`config.mk`:
```
export PLATFORM = sky130hd
export DESIGN_NAME = mrjd_input
export DESIGN_NICKNAME = d
export VERILOG_FILES = /design/src/mrjd_fifo.sv /design/src/mrjd_pkg.sv /design/src/mrjd_input.sv
export VERILOG_INCLUDE_DIRS = /design/src
export SDC_FILE = /design/constraint.sdc
export NUM_CORES = 1
export LEC_CHECK = 0
export BUFFER_PORTS_ARGS = -buffer_cell sky130_fd_sc_hd__buf_2
export CORE_ASPECT_RATIO = 1.25
export CORE_MARGIN = 2
export CORE_UTILIZATION = 55
export DETAILED_ROUTE_END_ITERATION = 10
export PLACE_DENSITY = 0.75
export SETUP_SLACK_MARGIN = 0.05
export SKIP_LAST_GASP = 1
export SLEW_MARGIN = 40
export SYNTH_ARGS = -nofsm -noshare
export SYNTH_HDL_FRONTEND = slang
export SYNTH_SLANG_ARGS = --single-unit
```
`constraint.sdc`:
```
create_clock -name clk_in -period 3.4 [get_ports clk_in]
set_input_delay 0.17 -clock clk_in [delete_from_list [all_inputs] [get_ports clk_in]]
set_output_delay 0.17 -clock clk_in [all_outputs]
set_load 0.02 [all_outputs]
```
`src/mrjd_cfg.svh`:
```
/*
  Constants of the mono right-justified serial input front end.
  Assumes a 200 MHz system clock sampling the link pins.
*/
`ifndef MRJD_CFG_SVH
`define MRJD_CFG_SVH
`define MRJD_WORD_W        16
`define MRJD_MID_CODE      16'h0000
`define MRJD_FIFO_DEPTH    8
`define MRJD_CLK_PERIOD_PS 5000
`define MRJD_POR_TIME_NS   30000
`define MRJD_POR_CYCLES    ((`MRJD_POR_TIME_NS * 1000) / `MRJD_CLK_PERIOD_PS)
`define MRJD_LOAD_EDGE     2
`endif

```
`src/mrjd_fifo.sv`:
```
/*
  Holds no logic: the hand-off FIFO module is declared in mrjd_input.sv,
  next to its only user.
  Assumes mrjd_input.sv is part of the same build.
*/

```
`src/mrjd_pkg.sv`:
```
/*
  Types of the serial input front end.
  Assumes mrjd_cfg.svh defines the word width.
*/
`include "mrjd_cfg.svh"
package mrjd_pkg;
  typedef logic [`MRJD_WORD_W-1:0] mrjd_word_t;
  typedef struct packed {
    logic serial_data;
    logic bit_clk;
    logic word_sync;
  } mrjd_link_s;
  typedef struct packed {
    logic filter_bypass_n;
    logic output_clear_n;
    logic filter_clear_n;
  } mrjd_ctrl_s;
  typedef enum logic [1:0] {MRJD_IDLE, MRJD_WAIT1, MRJD_WAIT2} mrjd_xfer_e;
endpackage

```
`src/mrjd_input.sv`:
```
/*
  Serial input front end: shift register, holding register, converter latch
  load and filter hand-off through the FIFO module at the end of this file.
  Assumes the link pins are asynchronous to clk_in; the filter sits outside
  and drains filt_ready_in.
*/
`include "mrjd_cfg.svh"
module mrjd_input
  import mrjd_pkg::*;
#(
  parameter int POR_CYCLES = `MRJD_POR_CYCLES
) (
  input  wire logic       clk_in,
  input  wire logic       rst_in,
  input  wire mrjd_link_s link_in,
  input  wire mrjd_ctrl_s ctrl_in,
  output mrjd_word_t      dac_latch_out,
  output logic            dac_load_out,
  output mrjd_word_t      filt_data_out,
  output logic            filt_valid_out,
  input  wire logic       filt_ready_in,
  output logic            filt_run_out,
  output logic            overrun_out
);
  mrjd_link_s link_s1_q;
  mrjd_link_s link_s2_q;
  mrjd_link_s link_s3_q;
  mrjd_ctrl_s ctrl_s1_q;
  mrjd_ctrl_s ctrl_s2_q;
  mrjd_word_t shift_q;
  mrjd_word_t hold_q;
  mrjd_word_t latch_q;
  mrjd_xfer_e xfer_q;
  logic [$clog2(POR_CYCLES+1)-1:0] por_cnt_q;
  logic       por_done_q;
  logic       load_q;
  logic       fvalid_q;
  logic       frdy;
  logic       fifo_valid;
  mrjd_word_t fifo_data;
  logic       ovr_q;
  logic       run_q;
  mrjd_word_t fdata_q;
  logic       fval_q;

  // Second stage only is read; third stage exists for edge detection
  always_ff @(posedge clk_in) begin
    link_s1_q <= link_in;
    link_s2_q <= link_s1_q;
    link_s3_q <= link_s2_q;
    ctrl_s1_q <= ctrl_in;
    ctrl_s2_q <= ctrl_s1_q;
  end

  // Edges compare the second synchroniser stage with the stage after it
  function automatic logic edge_up(input logic now_v, input logic was_v);
    return now_v && !was_v;
  endfunction

  function automatic logic edge_down(input logic now_v, input logic was_v);
    return !now_v && was_v;
  endfunction

  wire sck_rise  = edge_up(link_s2_q.bit_clk, link_s3_q.bit_clk);
  wire sync_fall = edge_down(link_s2_q.word_sync, link_s3_q.word_sync);
  wire bypass    = !ctrl_s2_q.filter_bypass_n || !ctrl_s2_q.filter_clear_n;

  // Shifting never stops, so only the newest 16 bits survive
  always_ff @(posedge clk_in) begin
    if (rst_in) begin
      shift_q <= `MRJD_MID_CODE;
    end else if (sck_rise) begin
      shift_q <= {shift_q[`MRJD_WORD_W-2:0], link_s2_q.serial_data};
    end
  end

  // Word-sync is sampled with the same delay as the bit clock, so a fall
  // and a rise in one cycle see the shift value before that rise.
  always_ff @(posedge clk_in) begin
    if (rst_in || !por_done_q) begin
      hold_q <= `MRJD_MID_CODE;
    end else if (sync_fall) begin
      hold_q <= shift_q;
    end
  end

  always_ff @(posedge clk_in) begin
    if (rst_in) begin
      por_cnt_q  <= '0;
      por_done_q <= 1'b0;
    end else if (!por_done_q) begin
      por_cnt_q  <= por_cnt_q + 1'b1;
      por_done_q <= por_cnt_q == ($clog2(POR_CYCLES+1))'(POR_CYCLES - 1);
    end
  end

  // Counts bit-clock rises after the word-sync fall
  always_ff @(posedge clk_in) begin
    if (rst_in) begin
      xfer_q <= MRJD_IDLE;
    end else if (sync_fall) begin
      xfer_q <= MRJD_WAIT1;
    end else if (sck_rise) begin
      case (xfer_q)
        MRJD_WAIT1: xfer_q <= MRJD_WAIT2;
        MRJD_WAIT2: xfer_q <= MRJD_IDLE;
        default:    xfer_q <= MRJD_IDLE;
      endcase
    end
  end

  wire xfer_now = sck_rise && xfer_q == MRJD_WAIT2;

  always_ff @(posedge clk_in) begin
    if (rst_in || !por_done_q) begin
      latch_q <= `MRJD_MID_CODE;
      load_q  <= 1'b0;
    end else begin
      load_q <= 1'b0;
      if (xfer_now && !ctrl_s2_q.output_clear_n) begin
        latch_q <= `MRJD_MID_CODE;
        load_q  <= 1'b1;
      end else if (xfer_now && bypass) begin
        latch_q <= hold_q;
        load_q  <= 1'b1;
      end
    end
  end

  // Filter path stays fed while filter_bypass_n bypasses it, so it computes behind the latch
  always_ff @(posedge clk_in) begin
    if (rst_in) begin
      fvalid_q <= 1'b0;
      ovr_q    <= 1'b0;
    end else begin
      fvalid_q <= xfer_now && ctrl_s2_q.filter_clear_n;
      ovr_q    <= fvalid_q && !frdy;
    end
  end

  mrjd_word_t fin_q;
  always_ff @(posedge clk_in) begin
    if (rst_in) begin
      fin_q <= `MRJD_MID_CODE;
    end else if (xfer_now) begin
      fin_q <= hold_q;
    end
  end

  mrjd_fifo #(.WIDTH(`MRJD_WORD_W), .DEPTH(`MRJD_FIFO_DEPTH)) u_fifo (
    .clk_in       (clk_in),
    .rst_in       (rst_in || !ctrl_s2_q.filter_clear_n),
    .wr_data_in   (fin_q),
    .wr_valid_in  (fvalid_q),
    .wr_ready_out (frdy),
    .rd_data_out  (fifo_data),
    .rd_valid_out (fifo_valid),
    .rd_ready_in  (!fval_q || filt_ready_in)
  );

  // Output register slice keeps every output straight from a flip-flop
  always_ff @(posedge clk_in) begin
    if (rst_in || !ctrl_s2_q.filter_clear_n) begin
      fval_q  <= 1'b0;
      fdata_q <= `MRJD_MID_CODE;
    end else if (!fval_q || filt_ready_in) begin
      fval_q  <= fifo_valid;
      fdata_q <= fifo_data;
    end
  end

  always_ff @(posedge clk_in) begin
    if (rst_in) begin
      run_q <= 1'b0;
    end else begin
      run_q <= ctrl_s2_q.filter_clear_n && por_done_q;
    end
  end

  assign dac_latch_out  = latch_q;
  assign dac_load_out   = load_q;
  assign filt_data_out  = fdata_q;
  assign filt_valid_out = fval_q;
  assign filt_run_out   = run_q;
  assign overrun_out    = ovr_q;

  a_load_timing: assert property (@(posedge clk_in) disable iff (rst_in)
    xfer_now && por_done_q && (bypass || !ctrl_s2_q.output_clear_n)
    |=> dac_load_out)
    else $error("load missing after second bit-clock rise");
  a_clear_mid: assert property (@(posedge clk_in) disable iff (rst_in)
    xfer_now && por_done_q && !ctrl_s2_q.output_clear_n |=> dac_latch_out == 16'h0000)
    else $error("clear did not give mid-scale");
  a_bypass_val: assert property (@(posedge clk_in) disable iff (rst_in)
    xfer_now && por_done_q && ctrl_s2_q.output_clear_n && bypass
    |=> dac_latch_out == $past(hold_q))
    else $error("bypass value wrong");
  a_hold_copy: assert property (@(posedge clk_in) disable iff (rst_in)
    sync_fall && por_done_q |=> hold_q == $past(shift_q))
    else $error("holding register not loaded");
  a_shift_in: assert property (@(posedge clk_in) disable iff (rst_in)
    sck_rise |=> shift_q[0] == $past(link_s2_q.serial_data)
      && shift_q[15:1] == $past(shift_q[14:0]))
    else $error("shift wrong");
  a_no_early: assert property (@(posedge clk_in) disable iff (rst_in)
    dac_load_out |-> $past(xfer_now))
    else $error("load without transfer");
  a_por_mid: assert property (@(posedge clk_in) disable iff (rst_in)
    !por_done_q |-> dac_latch_out == 16'h0000 && !dac_load_out)
    else $error("power-up not mid-scale");
  a_filt_stop: assert property (@(posedge clk_in) disable iff (rst_in)
    !ctrl_s2_q.filter_clear_n |=> !filt_valid_out && !filt_run_out)
    else $error("filter active while cleared");
  a_filt_feed: assert property (@(posedge clk_in) disable iff (rst_in)
    xfer_now && ctrl_s2_q.filter_clear_n
    |=> fvalid_q && fin_q == $past(hold_q))
    else $error("filter input not fed");
  a_filter_noload: assert property (@(posedge clk_in) disable iff (rst_in)
    xfer_now && !bypass && ctrl_s2_q.output_clear_n |=> !dac_load_out)
    else $error("latch loaded while filter on");
  a_latch_hold: assert property (@(posedge clk_in) disable iff (rst_in)
    por_done_q && !dac_load_out |-> $stable(dac_latch_out))
    else $error("latch changed without load");
  a_hold_only: assert property (@(posedge clk_in) disable iff (rst_in)
    por_done_q && !sync_fall |=> $stable(hold_q))
    else $error("holding register changed without word-sync fall");
  a_reset_mid: assert property (@(posedge clk_in)
    rst_in |=> dac_latch_out == 16'h0000 && !dac_load_out && !filt_valid_out)
    else $error("reset did not give mid-scale");
  a_run_level: assert property (@(posedge clk_in) disable iff (rst_in)
    por_done_q && ctrl_s2_q.filter_clear_n |=> filt_run_out)
    else $error("filter not running");
  a_no_push: assert property (@(posedge clk_in) disable iff (rst_in)
    !ctrl_s2_q.filter_clear_n |=> !fvalid_q)
    else $error("filter fed while cleared");
  a_filt_stand: assert property (@(posedge clk_in) disable iff (rst_in)
    filt_valid_out && !filt_ready_in && ctrl_s2_q.filter_clear_n
    |=> filt_valid_out && $stable(filt_data_out))
    else $error("filter word dropped before ready");
  a_overrun_flag: assert property (@(posedge clk_in) disable iff (rst_in)
    fvalid_q && !frdy |=> overrun_out)
    else $error("lost filter word not flagged");
  c_bypass: cover property (@(posedge clk_in) dac_load_out && bypass);
  c_clear: cover property (@(posedge clk_in) dac_load_out && !ctrl_s2_q.output_clear_n);
  c_filter: cover property (@(posedge clk_in) filt_valid_out && filt_ready_in);
  c_full: cover property (@(posedge clk_in) !frdy);
  c_overrun: cover property (@(posedge clk_in) overrun_out);
endmodule

// Hand-off FIFO; depth must be a power of two so the pointers wrap cleanly
module mrjd_fifo #(
  parameter int WIDTH = 16,
  parameter int DEPTH = 8
) (
  input  wire logic             clk_in,
  input  wire logic             rst_in,
  input  wire logic [WIDTH-1:0] wr_data_in,
  input  wire logic             wr_valid_in,
  output logic                  wr_ready_out,
  output logic [WIDTH-1:0]      rd_data_out,
  output logic                  rd_valid_out,
  input  wire logic             rd_ready_in
);
  localparam int AW = $clog2(DEPTH);
  logic [WIDTH-1:0] mem_q [DEPTH];
  logic [AW:0]      wp_q;
  logic [AW:0]      rp_q;
  logic             push;
  logic             pop;
  assign wr_ready_out = (wp_q - rp_q) != (AW+1)'(DEPTH);
  assign rd_valid_out = wp_q != rp_q;
  assign rd_data_out  = mem_q[rp_q[AW-1:0]];
  assign push = wr_valid_in && wr_ready_out;
  assign pop  = rd_valid_out && rd_ready_in;
  always_ff @(posedge clk_in) begin
    if (rst_in) begin
      wp_q <= '0;
    end else if (push) begin
      wp_q <= wp_q + 1'b1;
    end
  end
  always_ff @(posedge clk_in) begin
    if (push) begin
      mem_q[wp_q[AW-1:0]] <= wr_data_in;
    end
  end
  always_ff @(posedge clk_in) begin
    if (rst_in) begin
      rp_q <= '0;
    end else if (pop) begin
      rp_q <= rp_q + 1'b1;
    end
  end
endmodule

```
Word-level counts from Yosys, hierarchy flattened
Memory sizes are Yosys's and may differ from the RTL's. A register that Yosys moved wholly into a read port is not among the register bits.
Cells that the tools add are included.
{ "classes": {"add_sub_neg": 4, "eq_ne": 5, "muxes": 8, "reduce_logical": 25} }
{ "op_table": {"columns": ["operator", "count"], "rows": [
  ["adder 13 x 1 -> 13 bit (second input constant)", 1],
  ["== test 13 bit (second input constant)", 1],
  ["logical AND 1 bit", 10],
  ["adder 4 x 1 -> 4 bit (second input constant)", 2],
  ["zero test 1 bit", 8],
  ["2-to-1 mux 1 bit", 7],
  ["logical OR 1 bit", 4],
  ["!= test 4 bit", 1],
  ["!= test 4 bit (second input constant)", 1],
  ["OR reduction 2 bit", 2],
  ["subtractor 4 bit", 1],
  ["== test 2 x 1 -> 1 bit (second input constant)", 1],
  ["== test 2 bit (second input constant)", 1],
  ["2-to-1 mux 2 bit", 1],
  ["nonzero test 2 bit", 1]
]} }
{ "totals": {"register_bits": 107, "ramBits": 128, "input_bits": 9, "output_inout_bits": 36, "elab_cells": 72, "mem_count": 1} }
{ "memory_table": {"columns": ["name", "words", "word_bits", "rd", "rd_ports_with_merged_regs", "write_ports", "line", "text"], "rows": [
  ["u_fifo.mem_q", 8, 16, 1, 1, 1, "mrjd_input.sv:265", "logic [WIDTH-1:0] mem_q [DEPTH];"]
]} }

Depth between registers and ports, before layout
Gate-level depths: netlist of run 1.
{ "depth": {"depth_word": 6, "mapped_depth": 9, "ltp_nobuf": 7} }

Modules after synthesis
Synthesis of run 1 repeated with hierarchy kept, for this count alone.
{ "hier_totals": {"hier_cells": 730, "hier_area_um2": 9474.1} }
{ "modules_own_cells": {"columns": ["module", "n_inst", "cells_each", "area_each_um2", "seq_area_each_um2"], "rows": [
  ["mrjd_fifo", 1, 262, 5479.0, 4063.9],
  ["mrjd_input", 1, 468, 3995.1, 2302.2]
]} }

Worst setup path after synthesis of run 1
No wires, ideal clock.
{ "synth_timing": {"path_type": "register to register", "start": "register u_fifo.rp_q[1]", "end": "memory u_fifo.mem_q[0][0] (enable)", "setup_ns": 0.430, "arrival_ns": 3.371, "required_time_ns": 2.970, "slack_ns": -0.401, "path_stages_with_launch": 9, "path_buffers": 2, "synth_period_minus_slack_ns": 3.801, "path_cell_list": "dfxtp_1 -> buf_2 -> clkinv_1 -> clkbuf_1 -> ha_1 -> nor2b_1 -> o211ai_1 -> o211ai_4 -> nor4_1"} }
{ "synth_between": {"elab_chain_len": 5} }
{ "synth_lines": {"columns": ["item", "line", "text"], "rows": [
  ["start: declaration", "mrjd_input.sv:267", "logic [AW:0] rp_q;"],
  ["start signal: assignment", "mrjd_input.sv:291", "rp_q <= rp_q + 1'b1;"],
  ["subtractor 4 bit", "mrjd_input.sv:270", "assign wr_ready_out = (wp_q - rp_q) != (AW+1)'(DEPTH);"],
  ["!= test 4 bit", "mrjd_input.sv:270", null],
  ["logical AND 1 bit", "mrjd_input.sv:273", "assign push = wr_valid_in && wr_ready_out;"],
  ["2-to-1 mux 1 bit", "mrjd_input.sv:283", "if (push) begin"],
  ["2-to-1 mux 1 bit (not written as such)", "mrjd_input.sv:284", "mem_q[wp_q[AW-1:0]] <= wr_data_in;"],
  ["end: declaration", "mrjd_input.sv:265", null]
]} }
No other way between the ends.

Worst setup path after layout of run 1
{ "layout_timing": {"start": "register u_fifo.wp_q[0]", "end": "memory u_fifo.mem_q[2][13] (enable)"} }
{ "layout_between": {"elab_chain_len": 5} }
{ "layout_lines": {"columns": ["item", "line", "text"], "rows": [
  ["start: declaration", "mrjd_input.sv:266", "logic [AW:0] wp_q;"],
  ["start signal: assignment", "mrjd_input.sv:279", "wp_q <= wp_q + 1'b1;"],
  ["subtractor 4 bit", "mrjd_input.sv:270", null],
  ["!= test 4 bit", "mrjd_input.sv:270", null],
  ["logical AND 1 bit", "mrjd_input.sv:273", null],
  ["2-to-1 mux 1 bit", "mrjd_input.sv:283", null],
  ["2-to-1 mux 1 bit (not written as such)", "mrjd_input.sv:284", null]
]} }
Parallel ways exist; a longest one is shown, timed or not.

==> impl_metrics.yaml, run 1 <==
clock_network:
  cts-buffers-inserted: 23
  clk_pin_slew_worst_paths_ns: 0.06
  cts_max_path_buffers: 3
  root_buffer: "clkbuf_16"
  post_cts_buffers: 0
  htree_levels: 1
  clk-insertion-delay-late_ns: 0.51
  postCtsResizedCells: 0
  tritoncts: "built"
  numClockSinks: 251
  cts_hold_repair.buffers: 6
flow_run:
  maxCapViolCount: 0
logic_synthesis:
  seq_area_frac_synth: 0.675
  synth_enable_flop_cells: 128
  synthArstFlopShare: 0
  synth_largest_area_cell: "edfxtp_1"
  synth_cell_types: 44
  synthCells: 772
  ys_warn_count: 0
  synth.most_common_cell: "nand2_1"
  synth_area_per_cell_um2: 12.1
  yosys_most_used_dff: "edfxtp_1"
  post_synth_main_area_contributors: "edfxtp_1 41%, dfxtp_1 26%, a21oi_1 5.5%"
  synth.net_count: 787
  synth.cells.most_frequent: "135 x nand2_1, 128 x edfxtp_1, 123 x dfxtp_1"
  yosys.area.top_type_share: 0.411
  netlist_area_mm2: 0.00934
  ys_ff_latch: 251
timing:
  worstMarginPinSlew_ns: 0.788
  fin_setup_tns_ns: 0
  final-hold-violation-count: 0
  fin_crit_sh: 0.818
  setup_violations: 0
  grt_setup_unrepaired: "false"
  final_max_slew_viol_count: 0
  clock-skew-final_ns: 0.0120
  fmax_mhz: 360
  max_slew_margin: 0.474
  fin_crit_ns: 2.78
die:
  fp.dieW_um: 121
  top_level_ports: 45
  initial_core_util: 0.559
  rows: 53
  fp.coreArea_mm2: 0.0167
  fp.dieH_um: 150
  die_area_mm2: 0.0181
setup_path:
  critical_path.cell_chain: "inv_1, ha_1, nand2_1, or4_4, o211ai_4, nor2_1, and3_2"
  critPathRequiredTime_ns: 3.60
  worstRegToRegCells: 7
  kind_of_start_point_of_the_critical_path: "flip-flop"
  crit_path_max_incr_delay_ns: 0.51
  critical_path.max_fanout: 16
  worst-endpoint-arrival_ns: 2.98
  category_of_the_worst_setup_path_capture_point: "flip-flop"
  cp_slowest_cell: "dfxtp_1"
  regToRegSetupSlack_ns: 0.62
  timing_worst_setup_path_type: "reg -> reg"
outcome:
  run_status: "completed"
final_layout:
  layout.filler_cells: 1285
  postLayoutCellArea_mm2: 0.0106
  multi_input_comb_area_mm2: 0.00289
  diodes: 0
  syn2layout_area_growth_pct: 13.4
  final_net_count: 836
  final-instance-count-excl-fill: 1057
  post_route_cells_drive_above_1_share: 0.172
  register_area_mm2: 0.00631
power_and_ir_drop:
  max-vdd-ir-drop_uv: 347
  power_leakage_nw: 3.53
  power.density_mw_per_mm2: 534
routing:
  remaining_drc_errors: 0
  routed_wirelength_mm: 18.2
  final_antenna_net_count: 0
  routed_via_density: 5.56
  via_count: 5872
  dr.pass1.iters: 5
  dr.first_iter.drc_count: 413
  wl_per_instance_um: 17.2
placed_design:
  placedCellCount: 1010
  gpl.final_weighted_congestion: 0.807
  placement.io_buffers: 44
  dpl-instance-area_mm2: 0.00983
  detailed_place_hpwl_mm: 11.7
min_path:
  worst_hold_path_type: "in -> reg"
  holdPathStages: 2
global_route:
  overflow: 0
  global_route.usage.total: 0.207
  global_route_wire_length_before_repair_mm: 29.7
  antenna_violations_before_repair: 0
  pin_count_of_the_biggest_net_entering_global_routing: 68
  grt_pass1_vias: 5945
## logic make-up (layout without fill, tap and decap cells)
group / count (synthesis) / in the layout / share of synthesized area
DFF: 251 / 251 / 0.675
and+or+nand+nor: 203 / 203 / 0.0945
AOI/OAI and AO/OA: 182 / 182 / 0.110
muxes: 66 / 66 / 0.0750
buffers and inverters: 47 / 112 / 0.0205
xor gates and xnor gates: 17 / 17 / 0.0175
adders and majority gates: 6 / 6 / 0.00803
## metal layers
layer  track usage  part of all wire
met1         0.254              0.41
met2         0.371              0.52
met3        0.0328             0.046
met4        0.0703             0.023
met5             0                 0
## layout by cell type, fill, tap and decap left out, types with 2 or more instances in the layout
master	Yosys	final
a31oi_1	17	17
clkbuf_8	0	2
buf_2	9	44
xnor2_1	6	6
ha_1	6	6
and3_2	0	2
clkbuf_16	0	23
clkinv_1	1	2
nor3_2	0	2
nor4_2	0	2
nor3_1	5	3
nand3b_1	2	2
edfxtp_1	128	128
clkinv_2	0	7
inv_1	3	3
nand3_1	9	9
mux2i_1	34	34
nand2b_1	5	5
dlygate4sd3_1	0	6
dfxtp_1	123	122
xnor2_2	2	2
nor4b_1	2	2
o211ai_1	2	2
nor2_1	22	22
or3_1	4	4
o21ai_0	36	36
buf_4	1	16
clkbuf_1	30	6
and3_1	4	2
nor2b_1	6	5
mux2_2	32	32
a22oi_1	16	16
nand2_1	135	135
xor2_1	9	9
a21oi_1	103	103
## sequential cells by signal, summed over array words and instances, names as in the netlist, 4 cells and up
signal,flops
u_fifo.mem_q,128
dac_latch_out,16
filt_data_out,16
fin_q,16
hold_q,16
shift_q,16
por_cnt_q,13
u_fifo.rp_q,4
u_fifo.wp_q,4
## stage by stage
step	power (mW)	worst slack, ns	hold slack [ns]	utilization
floorplan	3.29	-0.401	0.198	-
global placement	3.31	0.576	0.272	0.588
detailed placement	3.32	0.496	0.274	0.588
CTS	5.71	0.483	0.0317	0.634
global route	5.84	0.501	0.0523	0.634
finish	5.66	0.620	0.0369	0.634
## final cells by class
class / count / area share
clock buffers: 31 / 0.0590
clock inverters: 10 / 0.00732
inverters: 4 / 0.00142
multi-input cells: 474 / 0.272
flip-flops and latches: 251 / 0.595
well taps: 220 / 0.0260
repair buffers: 67 / 0.0388
## where the power goes
group | internal (mW) | leakage, nW | switching, mW
combinational | 0.0259 | 0.992 | 0.0484
clock | 1.37 | 0.352 | 1.04
sequential | 3.17 | 2.19 | 0.0119
## worst max-delay path: cells and delay by family, from the launching register on
family / cells / cell delay, ns
simple gates: 4 / 1.07
flops: 1 / 0.51
fa+ha+maj: 1 / 0.34
buf+inv: 1 / 0.20
compound gates: 1 / 0.34
## path summary, 6_finish.rpt
kind                   from             endpoint
min reg2reg    ctrl_s1_q[0]         ctrl_s2_q[0]
min                  rst_in         por_cnt_q[3]
max reg2reg  u_fifo.wp_q[0]  u_fifo.mem_q[2][13]
max          u_fifo.wp_q[0]  u_fifo.mem_q[2][13]
No activity file was read; power rests on OpenSTA's default activity.
==> run 2: changes to the inputs <==
clock period = 2.5 ns   (was 3.4 ns; I/O delays follow)
==> impl_metrics.yaml, run 2 (same netlist as run 1, synthesis figures left out) <==
outcome:
  run_status: "completed"
clock_network:
  htree_levels: 1
  cts_max_path_buffers: 3
  clk_pin_slew_worst_paths_ns: 0.06
  tritoncts: "built"
  root_buffer: "clkbuf_16"
  cts-buffers-inserted: 24
  numClockSinks: 251
  post_cts_buffers: 0
  clk-insertion-delay-late_ns: 0.52
timing:
  fmax_mhz: 428
  max_slew_margin: 0.505
  grt_setup_unrepaired: "false"
  setup_violations: 0
  clock-skew-final_ns: 0.0223
  worstMarginPinSlew_ns: 0.743
  fin_crit_ns: 2.34
  fin_crit_sh: 0.935
  final-hold-violation-count: 0
  timing.hold.ws_ns: 0.248
  final_max_slew_viol_count: 0
routing:
  routed_wirelength_mm: 17.8
  dr.pass1.iters: 5
  remaining_drc_errors: 0
  final_antenna_net_count: 0
  via_count: 5906
  dr.first_iter.drc_count: 371
  wl_per_instance_um: 16.6
  routed_via_density: 5.51
setup_path:
  critical_path_stages: 8
  cp_slowest_cell: "or4_4"
  worst-endpoint-arrival_ns: 2.58
  kind_of_start_point_of_the_critical_path: "flip-flop"
  crit_path_max_incr_delay_ns: 0.51
  critical_path.cell_chain: "clkinv_4, ha_4, nand2_1, or4_4, o211ai_4, buf_6, nor2_1, and3_4"
  timing_worst_setup_path_type: "reg -> reg"
  critPathRequiredTime_ns: 2.75
  worstRegToRegCells: 8
  regToRegEndpoint: "u_fifo.mem_q[3][3]"
  reg2reg_from: "u_fifo.rp_q[1]"
  timing.critical_path.buf_inv: 2
  critical_path.top_delay_family: "simple AND/OR/NAND/NOR gates"
  startpoint: "u_fifo.rp_q[1]"
  critical_path.max_fanout: 16
  category_of_the_worst_setup_path_capture_point: "flip-flop"
  regToRegSetupSlack_ns: 0.16
  endpoint_of_the_most_critical_setup_path: "u_fifo.mem_q[3][3]"
die:
  fp.coreArea_mm2: 0.0167
  initial_core_util: 0.559
  fp.dieH_um: 150
  rows: 53
  top_level_ports: 45
  fp.dieW_um: 121
  die_area_mm2: 0.0181
global_route:
  global_route.usage.total: 0.203
  pin_count_of_the_biggest_net_entering_global_routing: 68
  antenna_violations_before_repair: 0
  overflow: 0
  grt_pass1_vias: 5892
  global_route_wire_length_before_repair_mm: 29.3
placed_design:
  gpl.final_weighted_congestion: 0.783
  detailed_place_hpwl_mm: 11.8
  placement.io_buffers: 44
  dpl-instance-area_mm2: 0.00997
power_and_ir_drop:
  share_seq_of_total_power: 0.543
  design_power_total_mw: 7.96
  netSwitchingFraction: 0.193
  power.share.clock: 0.443
  power.density_mw_per_mm2: 735
  combinational_share_of_power: 0.013
  max-vdd-ir-drop_uv: 544
  internal_power_mw: 6.42
  p_switching_mw: 1.54
  power_leakage_nw: 3.62
final_layout:
  postLayoutCellArea_mm2: 0.0108
  leading_cell_type_in_the_layout_fill_and_taps_excluded: "nand2_1"
  max_reg_flops: 128
  post_layout_util: 0.648
  diodes: 0
  final_cell_mix: "135 x nand2_1, 128 x edfxtp_1, 120 x dfxtp_1"
  syn2layout_area_growth_pct: 16.0
  post_route_cells_drive_above_1_share: 0.190
  final_net_count: 848
min_path:
  worst_hold_path_type: "in -> reg"
  hold_start: "link_in[0]"
flow_run:
  maxCapViolCount: 0
[run 2: cell count changes in the layout (fill, tap and decap cells not counted), sizes merged]
cell	change
buf	+10
clkbuf	+2
bufinv	+1
clkinv	-1
clkinvlp	+1
dlygate4sd3	+1
[run 2: metal layers]
layer / global-route usage / up-vias / part of all wire / wire length (um)
met5: 0 / - / 0 / 0
met4: 0.0622 / 0 / 0.023 / 415
met3: 0.0320 / 42 / 0.046 / 822
met2: 0.348 / 133 / 0.50 / 8950
met1: 0.267 / 2839 / 0.43 / 7600
li1: - / 2892 / - / -
[run 2: worst min-delay path by stage]
| stage | end | slack (ns) | cells past startpoint |
|---|---|---|---|
| 2_1_floorplan | ctrl_s1_q[0] | 0.15 | 0 |
| 3_3_place_gp | ctrl_s1_q[0] | 0.23 | 1 |
| 3_5_place_dp | link_s1_q[0] | 0.23 | 1 |
| 4_1_cts | link_s1_q[0] | 0.24 | 2 |
| 5_1_grt | ctrl_s1_q[1] | 0.24 | 2 |
| 6_report | link_s1_q[0] | 0.25 | 2 |
[run 2: power by group through the flow]
stage	combinational (mW)	clock (mW)	sequential, mW
2_1_floorplan	0.0568	0	4.42
4_1_cts	0.108	3.59	4.33
5_1_grt	0.119	3.76	4.32
6_report	0.107	3.53	4.33
3_3_place_gp	0.0972	0	4.41
3_5_place_dp	0.0992	0	4.41
[run 2: through the flow]
step           setup TNS (ns)  setup WS (ns)  instances
2_1_floorplan          -0.149       -0.00933        772
3_3_place_gp           -0.308        -0.0211       1016
3_5_place_dp                0         0.0403       1020
4_1_cts                     0          0.112       1071
5_1_grt                     0         0.0675       1071
6_report                    0          0.162       1071
[run 2: layout make-up]
cell class / instances / area, um^2
Sequential cell: 251 / 6310
Timing Repair Buffer: 78 / 500
Fill cell: 1241 / 5880
Inverter: 4 / 20.0
Clock inverter: 11 / 118
Clock buffer: 33 / 664
Tap cell: 220 / 275
Multi-Input combinational cell: 474 / 2950
[run 2: worst register-to-register path, stage by stage (launching register included)]
cell and delay (ns):
dfxtp_2 0.35, clkinv_4 0.06, ha_4 0.27, nand2_1 0.09, or4_4 0.51, o211ai_4 0.29
buf_6 0.19, nor2_1 0.06, and3_4 0.27
[run 2: timing repair]
action,CTS,global route
resized for setup,1,1
hold buffers,7,0
pin swaps,0,1
cloned,0,0
hold endpoints to repair,13,0
endpoints found under the setup margin,9,33
==> run 3: changes to the inputs <==
RECOVER_POWER = 100   (was default)
==> impl_metrics.yaml, run 3 (same netlist as run 1, synthesis figures left out) <==
routing:
  dr.first_iter.drc_count: 372
  routed_wirelength_mm: 17.8
  routed_via_density: 5.48
  dr.pass1.iters: 7
  final_antenna_net_count: 0
  wl_per_instance_um: 16.6
  remaining_drc_errors: 0
  via_count: 5866
clock_network:
  htree_levels: 1
  clk_pin_slew_worst_paths_ns: 0.06
  cts_max_path_buffers: 3
  root_buffer: "clkbuf_16"
  numClockSinks: 251
  clk-insertion-delay-late_ns: 0.53
  cts-buffers-inserted: 24
  tritoncts: "built"
setup_path:
  category_of_the_worst_setup_path_capture_point: "flip-flop"
  kind_of_start_point_of_the_critical_path: "flip-flop"
  timing_worst_setup_path_type: "reg -> reg"
  worst-endpoint-arrival_ns: 2.60
  critPathRequiredTime_ns: 2.75
  critical_path.max_fanout: 16
timing:
  grt_setup_unrepaired: "false"
  worstMarginPinSlew_ns: 1.53
  final-hold-violation-count: 0
  final_max_slew_viol_count: 37
  fin_crit_ns: 2.35
  max_slew_margin: -0.0213
  clock-skew-final_ns: 0.0229
  fmax_mhz: 425
  setup_violations: 0
  fin_crit_sh: 0.941
global_route:
  pin_count_of_the_biggest_net_entering_global_routing: 68
  global_route.usage.total: 0.203
  global_route_wire_length_before_repair_mm: 29.3
  overflow: 0
  antenna_violations_before_repair: 0
  grt_pass1_vias: 5892
placed_design:
  dpl-instance-area_mm2: 0.00997
  placedCellCount: 1020
  detailed_place_hpwl_mm: 11.8
  gpl.final_weighted_congestion: 0.783
  placement.io_buffers: 44
flow_run:
  maxCapViolCount: 1
final_layout:
  final-instance-count-excl-fill: 1071
  final_cell_mix: "135 x nand2_1, 128 x edfxtp_1, 122 x dfxtp_1"
  diodes: 0
  post_layout_util: 0.643
  postLayoutCellArea_mm2: 0.0107
  max_reg_flops: 128
  final_net_count: 848
  leading_cell_type_in_the_layout_fill_and_taps_excluded: "nand2_1"
  post_route_cells_drive_above_1_share: 0.137
  syn2layout_area_growth_pct: 15.0
die:
  fp.dieH_um: 150
  fp.dieW_um: 121
  initial_core_util: 0.559
  top_level_ports: 45
  fp.coreArea_mm2: 0.0167
  die_area_mm2: 0.0181
  rows: 53
power_and_ir_drop:
  power.density_mw_per_mm2: 740
  design_power_total_mw: 7.95
  power_leakage_nw: 3.44
  max-vdd-ir-drop_uv: 544
outcome:
  run_status: "finished with violations"
  failing_checks: "max-capacitance violations, max-slew violations"
min_path:
  worst_hold_path_type: "in -> reg"
-- run 3: changes by cell type in the layout (fill, tap and decap cells not counted), sizes merged --
cell    previous run  this run
buf               71        25
clkbuf            33        79
clkinv             9         8
inv                3         4
-- run 3: path summary, 6_finish.rpt --
path / from / endpoint / slack, ns / cells past startpoint
worst min-delay path: link_in[0] / link_s1_q[0] / 0.25 / 2
worst max register to register: u_fifo.wp_q[0] / u_fifo.mem_q[3][0] / 0.15 / 8
worst max-delay path: u_fifo.wp_q[0] / u_fifo.mem_q[3][0] / 0.15 / 8
worst min register to register: ctrl_s1_q[1] / ctrl_s2_q[1] / 0.33 / 0
-- run 3: what timing repair did --
action | in CTS | in global routing
setup endpoints to repair | 9 | 33
hold buffers | 7 | 0
gates resized for setup | 1 | 1
buffers inserted | 0 | 0
endpoints found under the hold margin | 13 | 0
pin swaps | 0 | 1
-- run 3: per-stage QoR --
step / setup TNS [ns] / setup slack [ns] / hold WS (ns)
floorplan: -0.149 / -0.00933 / 0.153
detailed placement: 0 / 0.0403 / 0.229
global route: 0 / 0.0371 / 0.241
global placement: -0.308 / -0.0211 / 0.228
CTS: 0 / 0.112 / 0.236
finish: 0 / 0.146 / 0.248
-- run 3: report_power, final --
| group | leakage (nW) | internal, mW | switching, mW |
|---|---|---|---|
| logic | 0.868 | 0.0348 | 0.0679 |
| registers | 2.19 | 4.31 | 0.0155 |
| clock network | 0.385 | 2.07 | 1.45 |
| total | 3.44 | 6.42 | 1.54 |
-- run 3: final cells by class --
type	count	area [um^2]
Sequential cell	251	6310
Fill cell	1276	5970
Multi-Input combinational cell	474	2940
Clock buffer	33	664
Timing Repair Buffer	78	429
Tap cell	220	275
Clock inverter	11	118
Inverter	4	15.0
-- run 3: worst max-delay path: stages, from the launching register on --
cell and delay, ns:
dfxtp_1 0.33, inv_1 0.06, ha_1 0.29, nand2_1 0.10
or4_4 0.51, o211ai_4 0.29, buf_6 0.18, nor2_1 0.06
and3_4 0.26
-- run 3: layer usage --
layer,global-route usage,vias to the layer above,share of wire
met3,0.0320,40,0.049
met1,0.267,2804,0.43
met4,0.0622,0,0.023
li1,-,2890,-
met5,0,-,0
met2,0.348,132,0.50
